<file path="src/hdl/lss_defines.svh">
`ifndef LSS_DEFINES_SVH
`define LSS_DEFINES_SVH

// System clock and sensor clock limit
`define LSS_MCLK_HZ        25000000
`define LSS_PIX_MAX_HZ     10000000
// Even divider so the sensor clock has 50 percent duty and stays under the limit
`define LSS_DIV            (((`LSS_MCLK_HZ + 2 * `LSS_PIX_MAX_HZ - 1) / (2 * `LSS_PIX_MAX_HZ)) * 2)
`define LSS_HALF           (`LSS_DIV / 2)

// Scan timing, in sensor clock periods
`define LSS_INT_EXTRA      48
`define LSS_GATE_SPACE_MIN 106
`define LSS_GATE_HIGH_MIN  6
`define LSS_GATE_LOW_MIN   100
`define LSS_PERIOD_MIN     4188
`define LSS_FIRST_STROBE   89
`define LSS_PIXELS         4096
`define LSS_EFFECTIVE      4008
`define LSS_BLACK          20
`define LSS_LAST_STROBE    (`LSS_FIRST_STROBE + `LSS_PIXELS - 1)

// Reset values
`define LSS_VIDEO_RST      16'h0000
`define LSS_PERIOD_RST     16'h105c
`define LSS_HIGH_RST       16'h0006

`endif

</file>
<file path="src/hdl/lss_pkg.sv">
package lss_pkg;
  `include "lss_defines.svh"

  typedef logic [15:0] lss_video_t;
  typedef logic [12:0] lss_cnt_t;
  typedef logic [11:0] lss_index_t;
  typedef logic [15:0] lss_time_t;

  typedef enum logic [0:0] {
    LSS_IDLE,
    LSS_READ
  } lss_state_t;
endpackage

</file>
<file path="src/hdl/lss_link_if.sv">
`timescale 1ns/1ps
interface lss_link_if;
  import lss_pkg::*;
  logic       sclk;
  logic       integration_gate;
  lss_video_t video;
  logic       strobe;

  modport dev (
    input  sclk,
    input  integration_gate,
    output video,
    output strobe
  );
  modport ctl (
    output sclk,
    output integration_gate,
    input  video,
    input  strobe
  );
endinterface

</file>
<file path="src/hdl/lss_controller.sv">
// Notes on behaviour
// - Integration equals gate high plus 48 clocks
// - Readout starts first clock after gate falls
// - Gate pulses at least 106 clocks apart
// - Gate high at least 6 clocks
// - Gate low at least 100 clocks
// - One pixel per clock, clock under 10 MHz
// - Sample video on strobe rising edge
// - First strobe counts one, pixel at 89th
// - 4096 pixels, 4008 effective, 20 black each end; code reads 20 dark at the start, 68 dark at the end
// - All pixels integrate simultaneously
// - Integration set by gate high period
// - Gate and clock always driven defined
// - Discard the first scan after power-on
// - Gate period at least 4188 clocks
`timescale 1ns/1ps
`include "lss_defines.svh"
module lss_controller
  import lss_pkg::*;
(
  input  wire logic   mclk,
  input  wire logic   rst_n,
  input  wire logic   run,
  input  lss_time_t   cfg_period,
  input  lss_time_t   cfg_high,
  lss_link_if.ctl     link,
  output lss_video_t  pix_data,
  output lss_index_t  pix_index,
  output logic        pix_valid,
  output logic        line_done,
  output logic        scan_valid,
  output logic        busy
);

  localparam int DIV   = `LSS_DIV;
  localparam int HALF  = `LSS_HALF;
  localparam int FIRST = `LSS_FIRST_STROBE;
  localparam int LAST  = `LSS_LAST_STROBE;

  logic [1:0] ph;
  logic       rise_en;
  logic       fall_en;
  lss_time_t  gcnt;
  lss_time_t  period;
  lss_time_t  high;
  lss_time_t  next_period;
  lss_time_t  next_high;
  logic       strobe_q;
  logic       strobe_rise;
  lss_cnt_t   scnt;
  lss_cnt_t   next_scnt;
  logic       seen_scan;
  logic       counting;
  logic       period_end;
  logic       scan_start;
  logic       gate_drop;

  // Clamp requested period to the readout minimum
  function automatic lss_time_t clamp_period(input lss_time_t req);
    lss_time_t p;
    p = req;
    if (p < 16'(`LSS_PERIOD_MIN)) begin
      p = 16'(`LSS_PERIOD_MIN);
    end
    if (p < 16'(`LSS_GATE_SPACE_MIN)) begin
      p = 16'(`LSS_GATE_SPACE_MIN);
    end
    return p;
  endfunction

  // Clamp gate high so both high and low minimums hold
  function automatic lss_time_t clamp_high(input lss_time_t req, input lss_time_t p);
    lss_time_t h;
    h = req;
    if (h < 16'(`LSS_GATE_HIGH_MIN)) begin
      h = 16'(`LSS_GATE_HIGH_MIN);
    end
    if (h > p - 16'(`LSS_GATE_LOW_MIN)) begin
      h = p - 16'(`LSS_GATE_LOW_MIN);
    end
    return h;
  endfunction

  assign next_period = clamp_period(cfg_period);
  assign next_high   = clamp_high(cfg_high, next_period);

  // Sensor clock divider, even ratio keeps the rate under the limit
  always_ff @(posedge mclk) begin
    if (!rst_n) begin
      ph        <= 2'd0;
      link.sclk <= 1'b0;
    end else begin
      ph <= (ph == 2'(DIV - 1)) ? 2'd0 : ph + 2'd1;
      if (ph == 2'(DIV - 1)) begin
        link.sclk <= 1'b1;
      end else if (ph == 2'(HALF - 1)) begin
        link.sclk <= 1'b0;
      end
    end
  end

  // One-cycle enables at the edges the sensor will see
  assign rise_en = (ph == 2'(DIV - 1));
  assign fall_en = (ph == 2'(HALF - 1));

  // Period boundary, scan start and gate drop, all on sensor clock falling edges
  assign period_end = fall_en && busy && (gcnt == period);
  assign scan_start = fall_en && run && (!busy || period_end);
  assign gate_drop  = fall_en && busy && link.integration_gate && (gcnt == high);

  // Settings take effect at a period boundary only
  always_ff @(posedge mclk) begin
    if (!rst_n) begin
      period <= `LSS_PERIOD_RST;
      high   <= `LSS_HIGH_RST;
    end else if (scan_start) begin
      period <= next_period;
      high   <= next_high;
    end
  end

  // Sequencing active from a start until a period ends with run low
  always_ff @(posedge mclk) begin
    if (!rst_n) begin
      busy <= 1'b0;
    end else if (scan_start) begin
      busy <= 1'b1;
    end else if (period_end) begin
      busy <= 1'b0;
    end
  end

  // Gate period counter, counts 1 to period in sensor clocks
  always_ff @(posedge mclk) begin
    if (!rst_n) begin
      gcnt <= 16'h0000;
    end else if (scan_start) begin
      gcnt <= 16'h0001;
    end else if (period_end) begin
      gcnt <= 16'h0000;
    end else if (fall_en && busy) begin
      gcnt <= gcnt + 16'h0001;
    end
  end

  // Gate level, moves on sensor clock falling edges only
  always_ff @(posedge mclk) begin
    if (!rst_n) begin
      link.integration_gate <= 1'b0;
    end else if (scan_start) begin
      link.integration_gate <= 1'b1;
    end else if (gate_drop) begin
      link.integration_gate <= 1'b0;
    end
  end

  // Strobe edge detection
  assign strobe_rise = link.strobe & ~strobe_q;
  assign next_scnt   = scnt + 13'd1;

  always_ff @(posedge mclk) begin
    if (!rst_n) begin
      strobe_q <= 1'b0;
    end else begin
      strobe_q <= link.strobe;
    end
  end

  // Strobe count restarts at each gate fall; first scan is discarded
  always_ff @(posedge mclk) begin
    if (!rst_n) begin
      scnt       <= '0;
      counting   <= 1'b0;
      seen_scan  <= 1'b0;
      scan_valid <= 1'b0;
    end else if (gate_drop) begin
      // Strobe numbering restarts with the gate fall
      scnt       <= '0;
      counting   <= 1'b1;
      scan_valid <= seen_scan;
      seen_scan  <= 1'b1;
    end else if (strobe_rise && counting) begin
      scnt <= next_scnt;
      if (scnt == 13'(LAST - 1)) begin
        counting <= 1'b0;
      end
    end
  end

  // Pixel capture on strobe rising edge
  always_ff @(posedge mclk) begin
    if (!rst_n) begin
      pix_data  <= `LSS_VIDEO_RST;
      pix_index <= '0;
      pix_valid <= 1'b0;
      line_done <= 1'b0;
    end else begin
      pix_valid <= 1'b0;
      line_done <= 1'b0;
      if (strobe_rise && counting && next_scnt >= 13'(FIRST)) begin
        pix_data  <= link.video;
        pix_index <= 12'(next_scnt - 13'(FIRST));
        pix_valid <= scan_valid;
        line_done <= (next_scnt == 13'(LAST)) & scan_valid;
      end
    end
  end

endmodule

</file>
<file path="src/flat_wrapper.sv">
// flat-port wrapper written by rule: the top's interface ports become plain ports
module lss_controller_flat import lss_pkg::*;
  (mclk, rst_n, run, cfg_period, cfg_high, pix_data, pix_index, pix_valid, line_done, scan_valid, busy, link_sclk, link_integration_gate, link_video, link_strobe);
  lss_link_if link_i ();
  input  wire logic mclk;
  input  wire logic rst_n;
  input  wire logic run;
  input  lss_time_t cfg_period;
  input  lss_time_t cfg_high;
  output lss_video_t pix_data;
  output lss_index_t pix_index;
  output logic pix_valid;
  output logic line_done;
  output logic scan_valid;
  output logic busy;
  output wire logic [$bits(link_i.sclk)-1:0] link_sclk;
  output wire logic [$bits(link_i.integration_gate)-1:0] link_integration_gate;
  input wire logic [$bits(link_i.video)-1:0] link_video;
  input wire logic [$bits(link_i.strobe)-1:0] link_strobe;
  assign link_sclk = link_i.sclk;
  assign link_integration_gate = link_i.integration_gate;
  assign link_i.video = link_video;
  assign link_i.strobe = link_strobe;
  lss_controller u_core (.mclk(mclk), .rst_n(rst_n), .run(run), .cfg_period(cfg_period), .cfg_high(cfg_high), .link(link_i), .pix_data(pix_data), .pix_index(pix_index), .pix_valid(pix_valid), .line_done(line_done), .scan_valid(scan_valid), .busy(busy));
endmodule
</file>
<file path="config.mk">
export PLATFORM = sky130hd
export DESIGN_NAME = lss_controller_flat
export DESIGN_NICKNAME = d
export VERILOG_FILES = /design/src/hdl/lss_pkg.sv /design/src/hdl/lss_link_if.sv /design/src/hdl/lss_controller.sv /design/src/flat_wrapper.sv
export VERILOG_INCLUDE_DIRS = /design/src /design/src/hdl
export SDC_FILE = /design/constraint.sdc
export NUM_CORES = 1
export LEC_CHECK = 0
export BUFFER_PORTS_ARGS = -buffer_cell sky130_fd_sc_hd__buf_2
export CORE_ASPECT_RATIO = 0.75
export CORE_MARGIN = 1.5
export CORE_UTILIZATION = 50
export DETAILED_ROUTE_END_ITERATION = 6
export PLACE_DENSITY = 0.75
export RECOVER_POWER = 100
export SYNTH_ARGS = -nofsm -noshare
export SYNTH_HDL_FRONTEND = slang
export SYNTH_SLANG_ARGS = --single-unit
</file>
<file path="constraint.sdc">
create_clock -name mclk -period 11.2 [get_ports mclk]
set_input_delay 0.56 -clock mclk [delete_from_list [all_inputs] [get_ports mclk]]
set_output_delay 0.56 -clock mclk [all_outputs]
set_load 0.05 [all_outputs]
</file>
==> Word-level counts from Yosys, hierarchy flattened <==
Index checks and enable logic that the tools add are counted.
{ "totals": {"register_bits": 100, "in_bits": 52, "out_inout_bits": 34, "elab_cells": 74} }
{ "classes": {"addsub": 5, "n_lt_le_gt_ge": 5, "n_eq_ne": 6, "n_mux": 16, "n_bitwise": 4, "reduce_logical": 21} }
{ "op_table": {"columns": ["op", "n"], "rows": [
  ["$mux W16", 4],
  ["$eq A16 B16 Y1", 2],
  ["$eq A13 B13 Y1 const B", 2],
  ["$add A16 B1 Y16 const B", 1],
  ["$gt A16 B16 Y1", 1],
  ["$lt A16 B13 Y1 const B", 1],
  ["$lt A16 B3 Y1 const B", 1],
  ["$lt A16 B7 Y1 const B", 1],
  ["$sub A16 B7 Y16 const B", 1],
  ["$add A13 B1 Y13 const B", 1],
  ["$ge A13 B7 Y1 const B", 1],
  ["$mux W1", 12],
  ["$sub A12 B7 Y12 const B", 1],
  ["$reduce_bool A2 Y1", 5],
  ["$logic_and A1 B1 Y1", 8],
  ["$reduce_and A2 Y1", 2],
  ["$reduce_or A2 Y1", 2],
  ["$reduce_bool A3 Y1", 1],
  ["$reduce_or A3 Y1", 1],
  ["$add A2 B1 Y2 const B", 1],
  ["$and A1 B1 Y1", 2],
  ["$eq A2 B1 Y1 const B", 1],
  ["$eq A2 B2 Y1 const B", 1],
  ["$not A1 Y1", 2],
  ["other kinds (2)", 2]
]} }

==> Longest topological paths before layout <==
Gate-level depths: netlist of run 1.
{ "logic_depth": {"depth_word": 7, "ltp_mapped": 20, "depth_no_buf": 17} }

==> Worst setup path after synthesis of run 1 <==
No wires, ideal clock.
{ "synth_path": {"path_kind": "input port to flip-flop", "from": "input cfg_period[11]", "to": "register u_core.high[2]", "setup_time_ps": 132, "arrival_ps": 3928, "t_required_ps": 11068, "path_slack_ps": 7140, "path_stages": 18, "n_path_buf": 2, "path_cell_list": "or4_1 -> a211oi_1 -> o21a_1 -> buf_2 -> nor2_1 -> ha_1 -> nand2b_1 -> a31o_2 -> nor2_1 -> mux2i_1 -> ha_1 -> nand4_1 -> nor2_1 -> a22oi_1 -> a21oi_1 -> clkbuf_1 -> mux2i_1 -> o21ai_0"} }
{ "synth_between": {"elab_chain_len": 7} }
{ "synth_lines": {"columns": ["item", "line_no", "source"], "rows": [
  ["start: declaration", "flat_wrapper.sv:8", "input lss_time_t cfg_period;"],
  ["$lt A16 B13 Y1", "lss_controller.sv:62", "if (p < 16'(`LSS_PERIOD_MIN)) begin"],
  ["$mux W16 *", "lss_controller.sv:62", null],
  ["$lt A16 B7 Y1", "lss_controller.sv:65", "if (p < 16'(`LSS_GATE_SPACE_MIN)) begin"],
  ["$mux W16 *", "lss_controller.sv:65", null],
  ["$sub A16 B7 Y16 *", "lss_controller.sv:78, lss_controller.sv:79", null],
  ["$gt A16 B16 Y1", "lss_controller.sv:78", "if (h > p - 16'(`LSS_GATE_LOW_MIN)) begin"],
  ["$mux W16 *", "lss_controller.sv:78", null],
  ["end signal: assignment", "lss_controller.sv:115", "high <= `LSS_HIGH_RST;"],
  ["end signal: assignment", "lss_controller.sv:118", "high <= next_high;"],
  ["end: declaration", "lss_controller.sv:45", "lss_time_t high;"]
]} }
Every way passes the cells marked *; elsewhere a longest branch is shown, timed or not.
A chain may end at the register's enable or synchronous reset.

==> Final worst setup path of run 1 <==
{ "layout_path": {"from": "input cfg_period[10]", "to": "register u_core.high[11]"} }
The elaborated chain is that of the path after synthesis.

==> results of run 1 <==
[logic make-up (layout without fill, tap and decap cells)]
kind of cell	Yosys count	in the layout	synth area share
simple gates	283	283	0.227
flops	100	100	0.342
compound gates	135	135	0.156
buf+inv	78	117	0.0605
fa+ha+maj	23	23	0.0491
xor+xnor	82	82	0.124
mux	24	24	0.0410
[power groups by stage]
stage	logic (W)	registers, W	clock network, W
finish	0.0000971	0.000373	0.000290
global placement	0.0000940	0.000381	0
CTS	0.0000963	0.000373	0.000295
global route	0.000108	0.000374	0.000314
floorplan	0.0000642	0.000382	0
detailed placement	0.0000958	0.000382	0
[through the flow]
stage,cells,total power (W),worst slack [ps],util
floorplan,725,0.000446,7140,-
global placement,892,0.000475,6290,0.538
detailed placement,892,0.000477,6030,0.538
CTS,908,0.000765,6350,0.563
global route,908,0.000796,5090,0.555
finish,908,0.000760,5650,0.555
[registers in the layout, summed over array words and instances, names as in the netlist]
name	flops
u_core.ph	2
u_core.scan_valid	1
u_core.pix_valid	1
u_core.period	16
u_core.pix_data	16
u_core.scnt	13
u_core.busy	1
u_core.link.sclk	1
u_core.link.integration_gate	1
u_core.pix_index	12
u_core.line_done	1
u_core.strobe_q	1
u_core.seen_scan	1
u_core.gcnt	16
u_core.counting	1
u_core.high	16
[layer usage]
layer,vias up,part of all wire,GRT usage
li1,2580,-,-
met1,2430,0.49,0.388
met2,243,0.40,0.341
met3,18,0.095,0.0636
met4,0,0.012,0.0570
met5,-,0,0
[layout make-up]
class	count	area, um2	area share
flip-flops and latches	100	2000	0.314
multi-input cells	547	3470	0.545
inverters	14	52.6	0.00825
clock inverters	6	40.0	0.00628
repair buffers	87	388	0.0609
well taps	144	180	0.0283
clock buffers	10	239	0.0375
[how the worst max path moves through the flow]
stage / start / to / slack (ps) / cells past startpoint
global route: cfg_period[11] / u_core.high[6] / 5090 / 18
detailed placement: cfg_period[11] / u_core.high[11] / 6030 / 18
CTS: cfg_period[11] / u_core.high[6] / 6350 / 18
floorplan: cfg_period[11] / u_core.high[2] / 7140 / 18
global placement: cfg_period[11] / u_core.high[6] / 6290 / 18
finish: cfg_period[10] / u_core.high[11] / 5650 / 18
[worst register-to-register path, delay by kind of cell, from the launching register on]
| family | cells | cell delay [ps] |
|---|---|---|
| compound gates | 4 | 1360 |
| buf+inv | 1 | 1310 |
| fa+ha+maj | 1 | 610 |
| flops | 1 | 600 |
| simple gates | 2 | 420 |
| mux | 1 | 320 |
[Yosys cell counts (all sizes together), types with 6 or more instances]
cell and n:
xor2 21, dfxtp 100, nand4 22, o211ai 20, clkbuf 47, and3 7
ha 23, mux2i 24, nor4 6, nand2 82, xnor2 61, a211oi 8
nor3 13, buf 17, o21ai 18, a21oi 47, nand3 22, nand2b 6
nor2 95, inv 13
[layout by cell type, fill, tap and decap left out, drive strengths merged, types with 6 or more instances in the layout]
cell type	Yosys	layout
dfxtp	100	100
nor2	95	95
nand2	82	82
xnor2	61	61
buf	17	49
clkbuf	47	48
a21oi	47	47
mux2i	24	24
ha	23	23
nand4	22	22
nand3	22	22
xor2	21	21
o211ai	20	20
o21ai	18	18
nor3	13	13
inv	13	12
a211oi	8	8
and3	7	7
clkinv	1	7
nor4	6	6
nand2b	6	6
==> flow_summary.ini, run 1 <==
[sta]
hold_violations = 0
whs_ps = 448
tns_ps = 0
layout_min_cycle_time_ps = 5550
worstMarginPinSlew_ps = 2220
skew_ps = 6.51
slew_headroom = -0.479
clock.fmax_mhz = 180
slew_viol_final = 125
post-route-period-util = 0.495
rsz0062_at_grt = false
setup-violations-final = 0

[floorplanning]
rows = 34
design.core.area_um2 = 11500
die_area_um2 = 12400
fp.dieH_um = 96.7
io_pins = 86
start_util = 0.510
die_w_um = 128

[yosys]
ys_top_cells_by_area = dfxtp_1, xnor2_1, nor2_1, nand2_1, ha_1
post-synth-top-area-fraction = 0.342
synth_edf_count = 0
yosysWarnings = 0
yosysUniqueCellTypes = 69
avgSynthCellArea_um2 = 8.08
synth-seq-cells = 100
async_flop_share = 0
seq_area_frac_synth = 0.342
synthesis.nets = 800
synthFlopType = dfxtp_1
syn_area_um2 = 5860
synth_top_cell_by_area = dfxtp_1
syn_inst = 725

[routing]
vias_per_cell = 5.81
vias = 5271
wire_per_inst_um = 16.4
post-route-drc-count = 0
drt_wl_total_mm = 14.9
drt_first_pass_iters = 6
dr.first_iter.drc_count = 597
postRouteAntennaNets = 0

[clocking]
clock_latency_ps = 340
cts_resized = 0
clkSinkCount = 100
clkTransAtPathRegs_ps = 70
ctsHoldBuffers = 0
cts-root-buf = clkbuf_16
cts_max_level = 3
cts-buffers-inserted = 9
cts_buffer_depth = 2
postCtsSetupRepairBufs = 0
cts_tree = done

[setup_path]
r2r_slack_ps = 6400
crit_family = compound AO/OA/AOI/OAI gates
cpPeakStageDelay_ps = 1510
worstPathRequired_ps = 11350
critPathCaptureType = flop
cp_max_fo = 31
criticalPathCategory = input pin to flop
reg2regPathDepth = 9
arrival_ps = 5700
cp_cell_sequence = buf_2, or4_1, a211oi_1, o21a_1, nor2_1, ha_1, nand2b_1, a31o_2, nor2_1, mux2i_1, ha_1, nand4_1, nor2_1, a22oi_1, a21oi_1, nand2_1, o211ai_1, a21oi_1
critPathSlowestCell = a21oi_1
worst_path_most_repeated_cell = nor2_1
rr_startpoint = u_core.scnt[0]
r2r-end = u_core.pix_data[1]
crit_buf_inv = 1
cp-start-kind = input pin

[status]
violations = capacitance limit, slew limit
status = complete, but fails checks

[global_route]
grtUsageTotal = 0.250
grt_pass1_wl_mm = 25.1
gr-total-overflow = 0
grt_pass1_vias = 5007
antenna_found_initial = 0
grt_max_degree = 38

[power]
ir_worst_vdd_v = 0.0000739
p_clk_frac = 0.381
p_sw_frac = 0.266
internal_power_w = 0.000558
p_per_area_nw_per_um2 = 119
p_leak_nw = 2.25
power.switching_w = 0.000202
combPwrFrac = 0.128
power.share.sequential = 0.491

[run]
cap_violations = 4

[worst_hold_path]
hold_class = flop to flop
whs_path_depth = 2
worstHoldStart = u_core.pix_index[10]
holdPathEnd = u_core.pix_index[10]

[cells_and_area]
drive_gt1_frac = 0.102
stdcell_area_um2 = 6370
nFillCells = 1085
diodes = 0
nets = 834
area_growth_pct = 8.80

[placement]
place.gp.congestion = 1.00
dp_hpwl_mm = 11.3
port_buffers = 85
placed_cell_area_um2 = 6180
Note: power is estimated with default switching activity, not from simulation.
==> inputs of run 2 (changes only) <==
Clock period 11.2 ns to 5.82 ns, I/O delays scaled along.
==> flow_summary.ini, run 2 (synthesis gave the netlist of run 1 again) <==
[clocking]
cts_max_level = 3
cts-root-buf = clkbuf_16
clkTransAtPathRegs_ps = 70
clock_latency_ps = 340
cts-buffers-inserted = 9
ctsHoldBuffers = 0
postCtsSetupRepairBufs = 0
cts_buffer_depth = 2
cts_resized = 0
clkSinkCount = 100
cts_tree = done

[placement]
port_buffers = 85
place.gp.congestion = 1.02
dp_hpwl_mm = 11.4

[sta]
clock.fmax_mhz = 212
hold_violations = 0
rsz0062_at_grt = false
skew_ps = 6.37
layout_min_cycle_time_ps = 4710
whs_ps = 179
slew_headroom = -0.362
worstMarginPinSlew_ps = 2040
tns_ps = 0
setup-violations-final = 0
slew_viol_final = 92
post-route-period-util = 0.810

[routing]
post-route-drc-count = 0
vias = 5258
drt_first_pass_iters = 5
drt_wl_total_mm = 14.9
postRouteAntennaNets = 0
dr.first_iter.drc_count = 436
wire_per_inst_um = 16.4
vias_per_cell = 5.79

[floorplanning]
die_w_um = 128
start_util = 0.510
design.core.area_um2 = 11500
die_area_um2 = 12400
fp.dieH_um = 96.7
rows = 34
io_pins = 86

[global_route]
grtUsageTotal = 0.242
grt_pass1_vias = 4833
antenna_found_initial = 0
grt_max_degree = 38
gr-total-overflow = 0
grt_pass1_wl_mm = 24.1

[setup_path]
criticalPathCategory = input pin to flop
critPathCaptureType = flop
cp_max_fo = 20
arrival_ps = 4870
worstPathRequired_ps = 5980
cp-start-kind = input pin

[cells_and_area]
final_common_cell = dfxtp_1
final_cell_mix = dfxtp_1, nor2_1, nand2_1
diodes = 0
area_growth_pct = 8.72
drive_gt1_frac = 0.101
nets = 835

[power]
p_per_area_nw_per_um2 = 227
power_w = 0.00145
ir_worst_vdd_v = 0.000142
p_leak_nw = 2.23

[run]
cap_violations = 3

[status]
violations = capacitance limit, slew limit
status = complete, but fails checks

[worst_hold_path]
hold_class = input pin to flop
[run 2: cell count changes in the layout (fill, tap and decap cells not counted), sizes merged]
cell	delta
clkinv	-4
clkinvlp	+2
clkbuf	+2
[run 2: cell type report]
class	instances	area, um2
clock buffers	11	233
clock inverters	4	27.5
fillers	1086	5120
inverters	14	52.6
multi-input cells	547	3480
flip-flops and latches	100	2000
well taps	144	180
repair buffers	88	392
[run 2: power by group]
part	switching, W	leakage [nW]	total [W]	internal (W)
registers	0.0000165	0.809	0.000720	0.000703
logic	0.000117	1.31	0.000187	0.0000709
clock network	0.000251	0.118	0.000538	0.000287
total	0.000384	2.23	0.00145	0.00106
[run 2: path summary, 6_finish.rpt]
check | start | endpoint | slack (ps) | depth (start not counted)
setup reg to reg | u_core.scnt[0] | u_core.pix_data[0] | 1160 | 9
hold / removal | link_video[15] | u_core.pix_data[15] | 180 | 3
hold reg to reg | u_core.ph[0] | u_core.ph[0] | 460 | 1
setup / recovery | cfg_period[10] | u_core.high[15] | 1110 | 19
[run 2: worst max-delay path, stage by stage]
cell and delay [ps]:
clkbuf_1 130, or4_1 610, a211oi_1 310, o21a_1 350, nor2_1 160, ha_1 250
nand2b_1 150, a31o_2 220, nor2_1 70, mux2i_1 150, ha_1 320, nand4_1 90
nor2_1 200, o211ai_1 150, a21oi_2 660, clkbuf_1 430, nand2_1 100, o211ai_1 130
a21oi_1 90
[run 2: per-layer routing]
metal  share of wire  GRT usage  vias up
met5               0          0        -
met4           0.012     0.0570        0
met3           0.078     0.0498       15
met2            0.40      0.345      217
met1            0.51      0.370     2448
li1                -          -     2578
[run 2: through the flow]
stage	area [um2]	std cells	utilization	setup WS, ps
after CTS	6450	908	0.562	1410
final	6370	908	0.554	1110
after floorplan	5860	725	-	2030
after global routing	6370	908	0.554	702
after global placement	6190	893	0.539	1280
after detailed placement	6190	893	0.539	1050
==> inputs of run 3 (changes only) <==
Clock period 5.82 ns to 4.8 ns, I/O delays scaled along.
==> flow_summary.ini, run 3 (synthesis gave the netlist of run 1 again) <==
[routing]
drt_first_pass_iters = 5
dr.first_iter.drc_count = 549
vias = 5329
wire_per_inst_um = 16.6
dr.max_layer_used = met4
post-route-drc-count = 0
vias_per_cell = 5.85
drt-met1-wl_mm = 7.09
drt_wl_total_mm = 15.2
wl_met2_mm = 6.20
postRouteAntennaNets = 0
dr_wl_met3_mm = 1.68

[floorplanning]
io_pins = 86
die_area_um2 = 12400
start_util = 0.510
fp.dieH_um = 96.7
design.core.area_um2 = 11500
die_w_um = 128
rows = 34

[global_route]
grt_max_degree = 40
grtUsageTotal = 0.253
antenna_found_initial = 0
gr-total-overflow = 0
grt_pass1_vias = 4925
grt_pass1_wl_mm = 25.0

[power]
internal_power_w = 0.00146
power.switching_w = 0.000456
p_leak_nw = 2.30
p_sw_frac = 0.238
power.share.sequential = 0.456
p_clk_frac = 0.423
p_per_area_nw_per_um2 = 296
combPwrFrac = 0.121
ir_worst_vdd_v = 0.000193

[sta]
skew_ps = 6.73
hold_violations = 0
setup_slack_ps = 631
slew_headroom = -0.00848
worstMarginPinSlew_ps = 1510
whs_ps = 134
setup-violations-final = 0
layout_min_cycle_time_ps = 4170
slew_viol_final = 38
tns_ps = 0
clock.fmax_mhz = 240
rsz0062_at_grt = false
post-route-period-util = 0.869

[status]
violations = capacitance limit, slew limit
status = complete, but fails checks

[clocking]
cts-buffers-inserted = 9
ctsHoldBuffers = 0
clkTransAtPathRegs_ps = 60
cts_resized = 0
clock_latency_ps = 340
cts_max_level = 3
cts_tree = done
postCtsSetupRepairBufs = 0
clkSinkCount = 100
cts_buffer_depth = 2
cts-root-buf = clkbuf_16

[cells_and_area]
diodes = 0
nets = 839
final_cell_mix = dfxtp_1, nor2_1, nand2_1
drive_gt1_frac = 0.108
nFillCells = 1034
utilization = 0.564
final_common_cell = dfxtp_1
stdcell_area_um2 = 6470
area_growth_pct = 10.5

[setup_path]
r2r_slack_ps = 630
startpoint = u_core.scnt[0]
worstPathRequired_ps = 5010
critPathCaptureType = flop
cp_max_fo = 27
cp-start-kind = flop
rr_startpoint = u_core.scnt[0]
arrival_ps = 4380
criticalPathCategory = flop to flop

[worst_hold_path]
hold_class = input pin to flop
worstHoldStart = link_video[8]

[placement]
port_buffers = 85
place.gp.congestion = 0.981
dp_worst_setup_slack_ps = 562
placed_cell_area_um2 = 6220
dp_hpwl_mm = 11.5

[run]
cap_violations = 1
-- run 3: cell count changes in the layout (fill, tap and decap cells not counted), sizes merged --
cell,before,now
clkinvlp,3,0
clkbuf,50,49
buf,49,53
bufinv,0,3
-- run 3: layout make-up --
type,count,area (um2),share of cell area
Tap cell,144,180,0.0278
Clock inverter,4,98.8,0.0153
Inverter,14,52.6,0.00812
Multi-Input combinational cell,547,3480,0.537
Timing Repair Buffer,92,423,0.0653
Clock buffer,10,239,0.0369
Sequential cell,100,2000,0.309
-- run 3: power by group through the flow --
stage | logic (W) | clock network [W] | registers (W)
after floorplan | 0.000150 | 0 | 0.000891
after global placement | 0.000230 | 0 | 0.000890
after detailed placement | 0.000229 | 0 | 0.000892
after CTS | 0.000230 | 0.000826 | 0.000873
after global routing | 0.000259 | 0.000862 | 0.000875
final | 0.000231 | 0.000811 | 0.000874
-- run 3: final timing paths --
check             depth (start not counted)                 end
setup / recovery                          9  u_core.pix_data[3]
hold / removal                            3  u_core.pix_data[8]
setup reg to reg                          9  u_core.pix_data[3]
hold reg to reg                           1        u_core.ph[0]
-- run 3: routing by layer --
metal,GRT usage,up-vias
met4,0.0605,0
met1,0.379,2465
met2,0.344,249
met5,0,-
li1,-,2594
met3,0.0896,21
-- run 3: worst max-delay path: stages (launching register included) --
cell,delay (ps)
dfxtp_1,610
ha_1,620
nand4_1,330
o21ai_0,320
a31oi_1,140
o311a_2,430
a31oi_1,480
clkbuf_2,750
mux2i_1,270
nor2_1,60
-- run 3: per-stage QoR --
step	std cells	power (W)
after detailed placement	897	0.00112
final	911	0.00192
after global placement	897	0.00112
after global routing	911	0.00200
after CTS	911	0.00193
after floorplan	725	0.00104
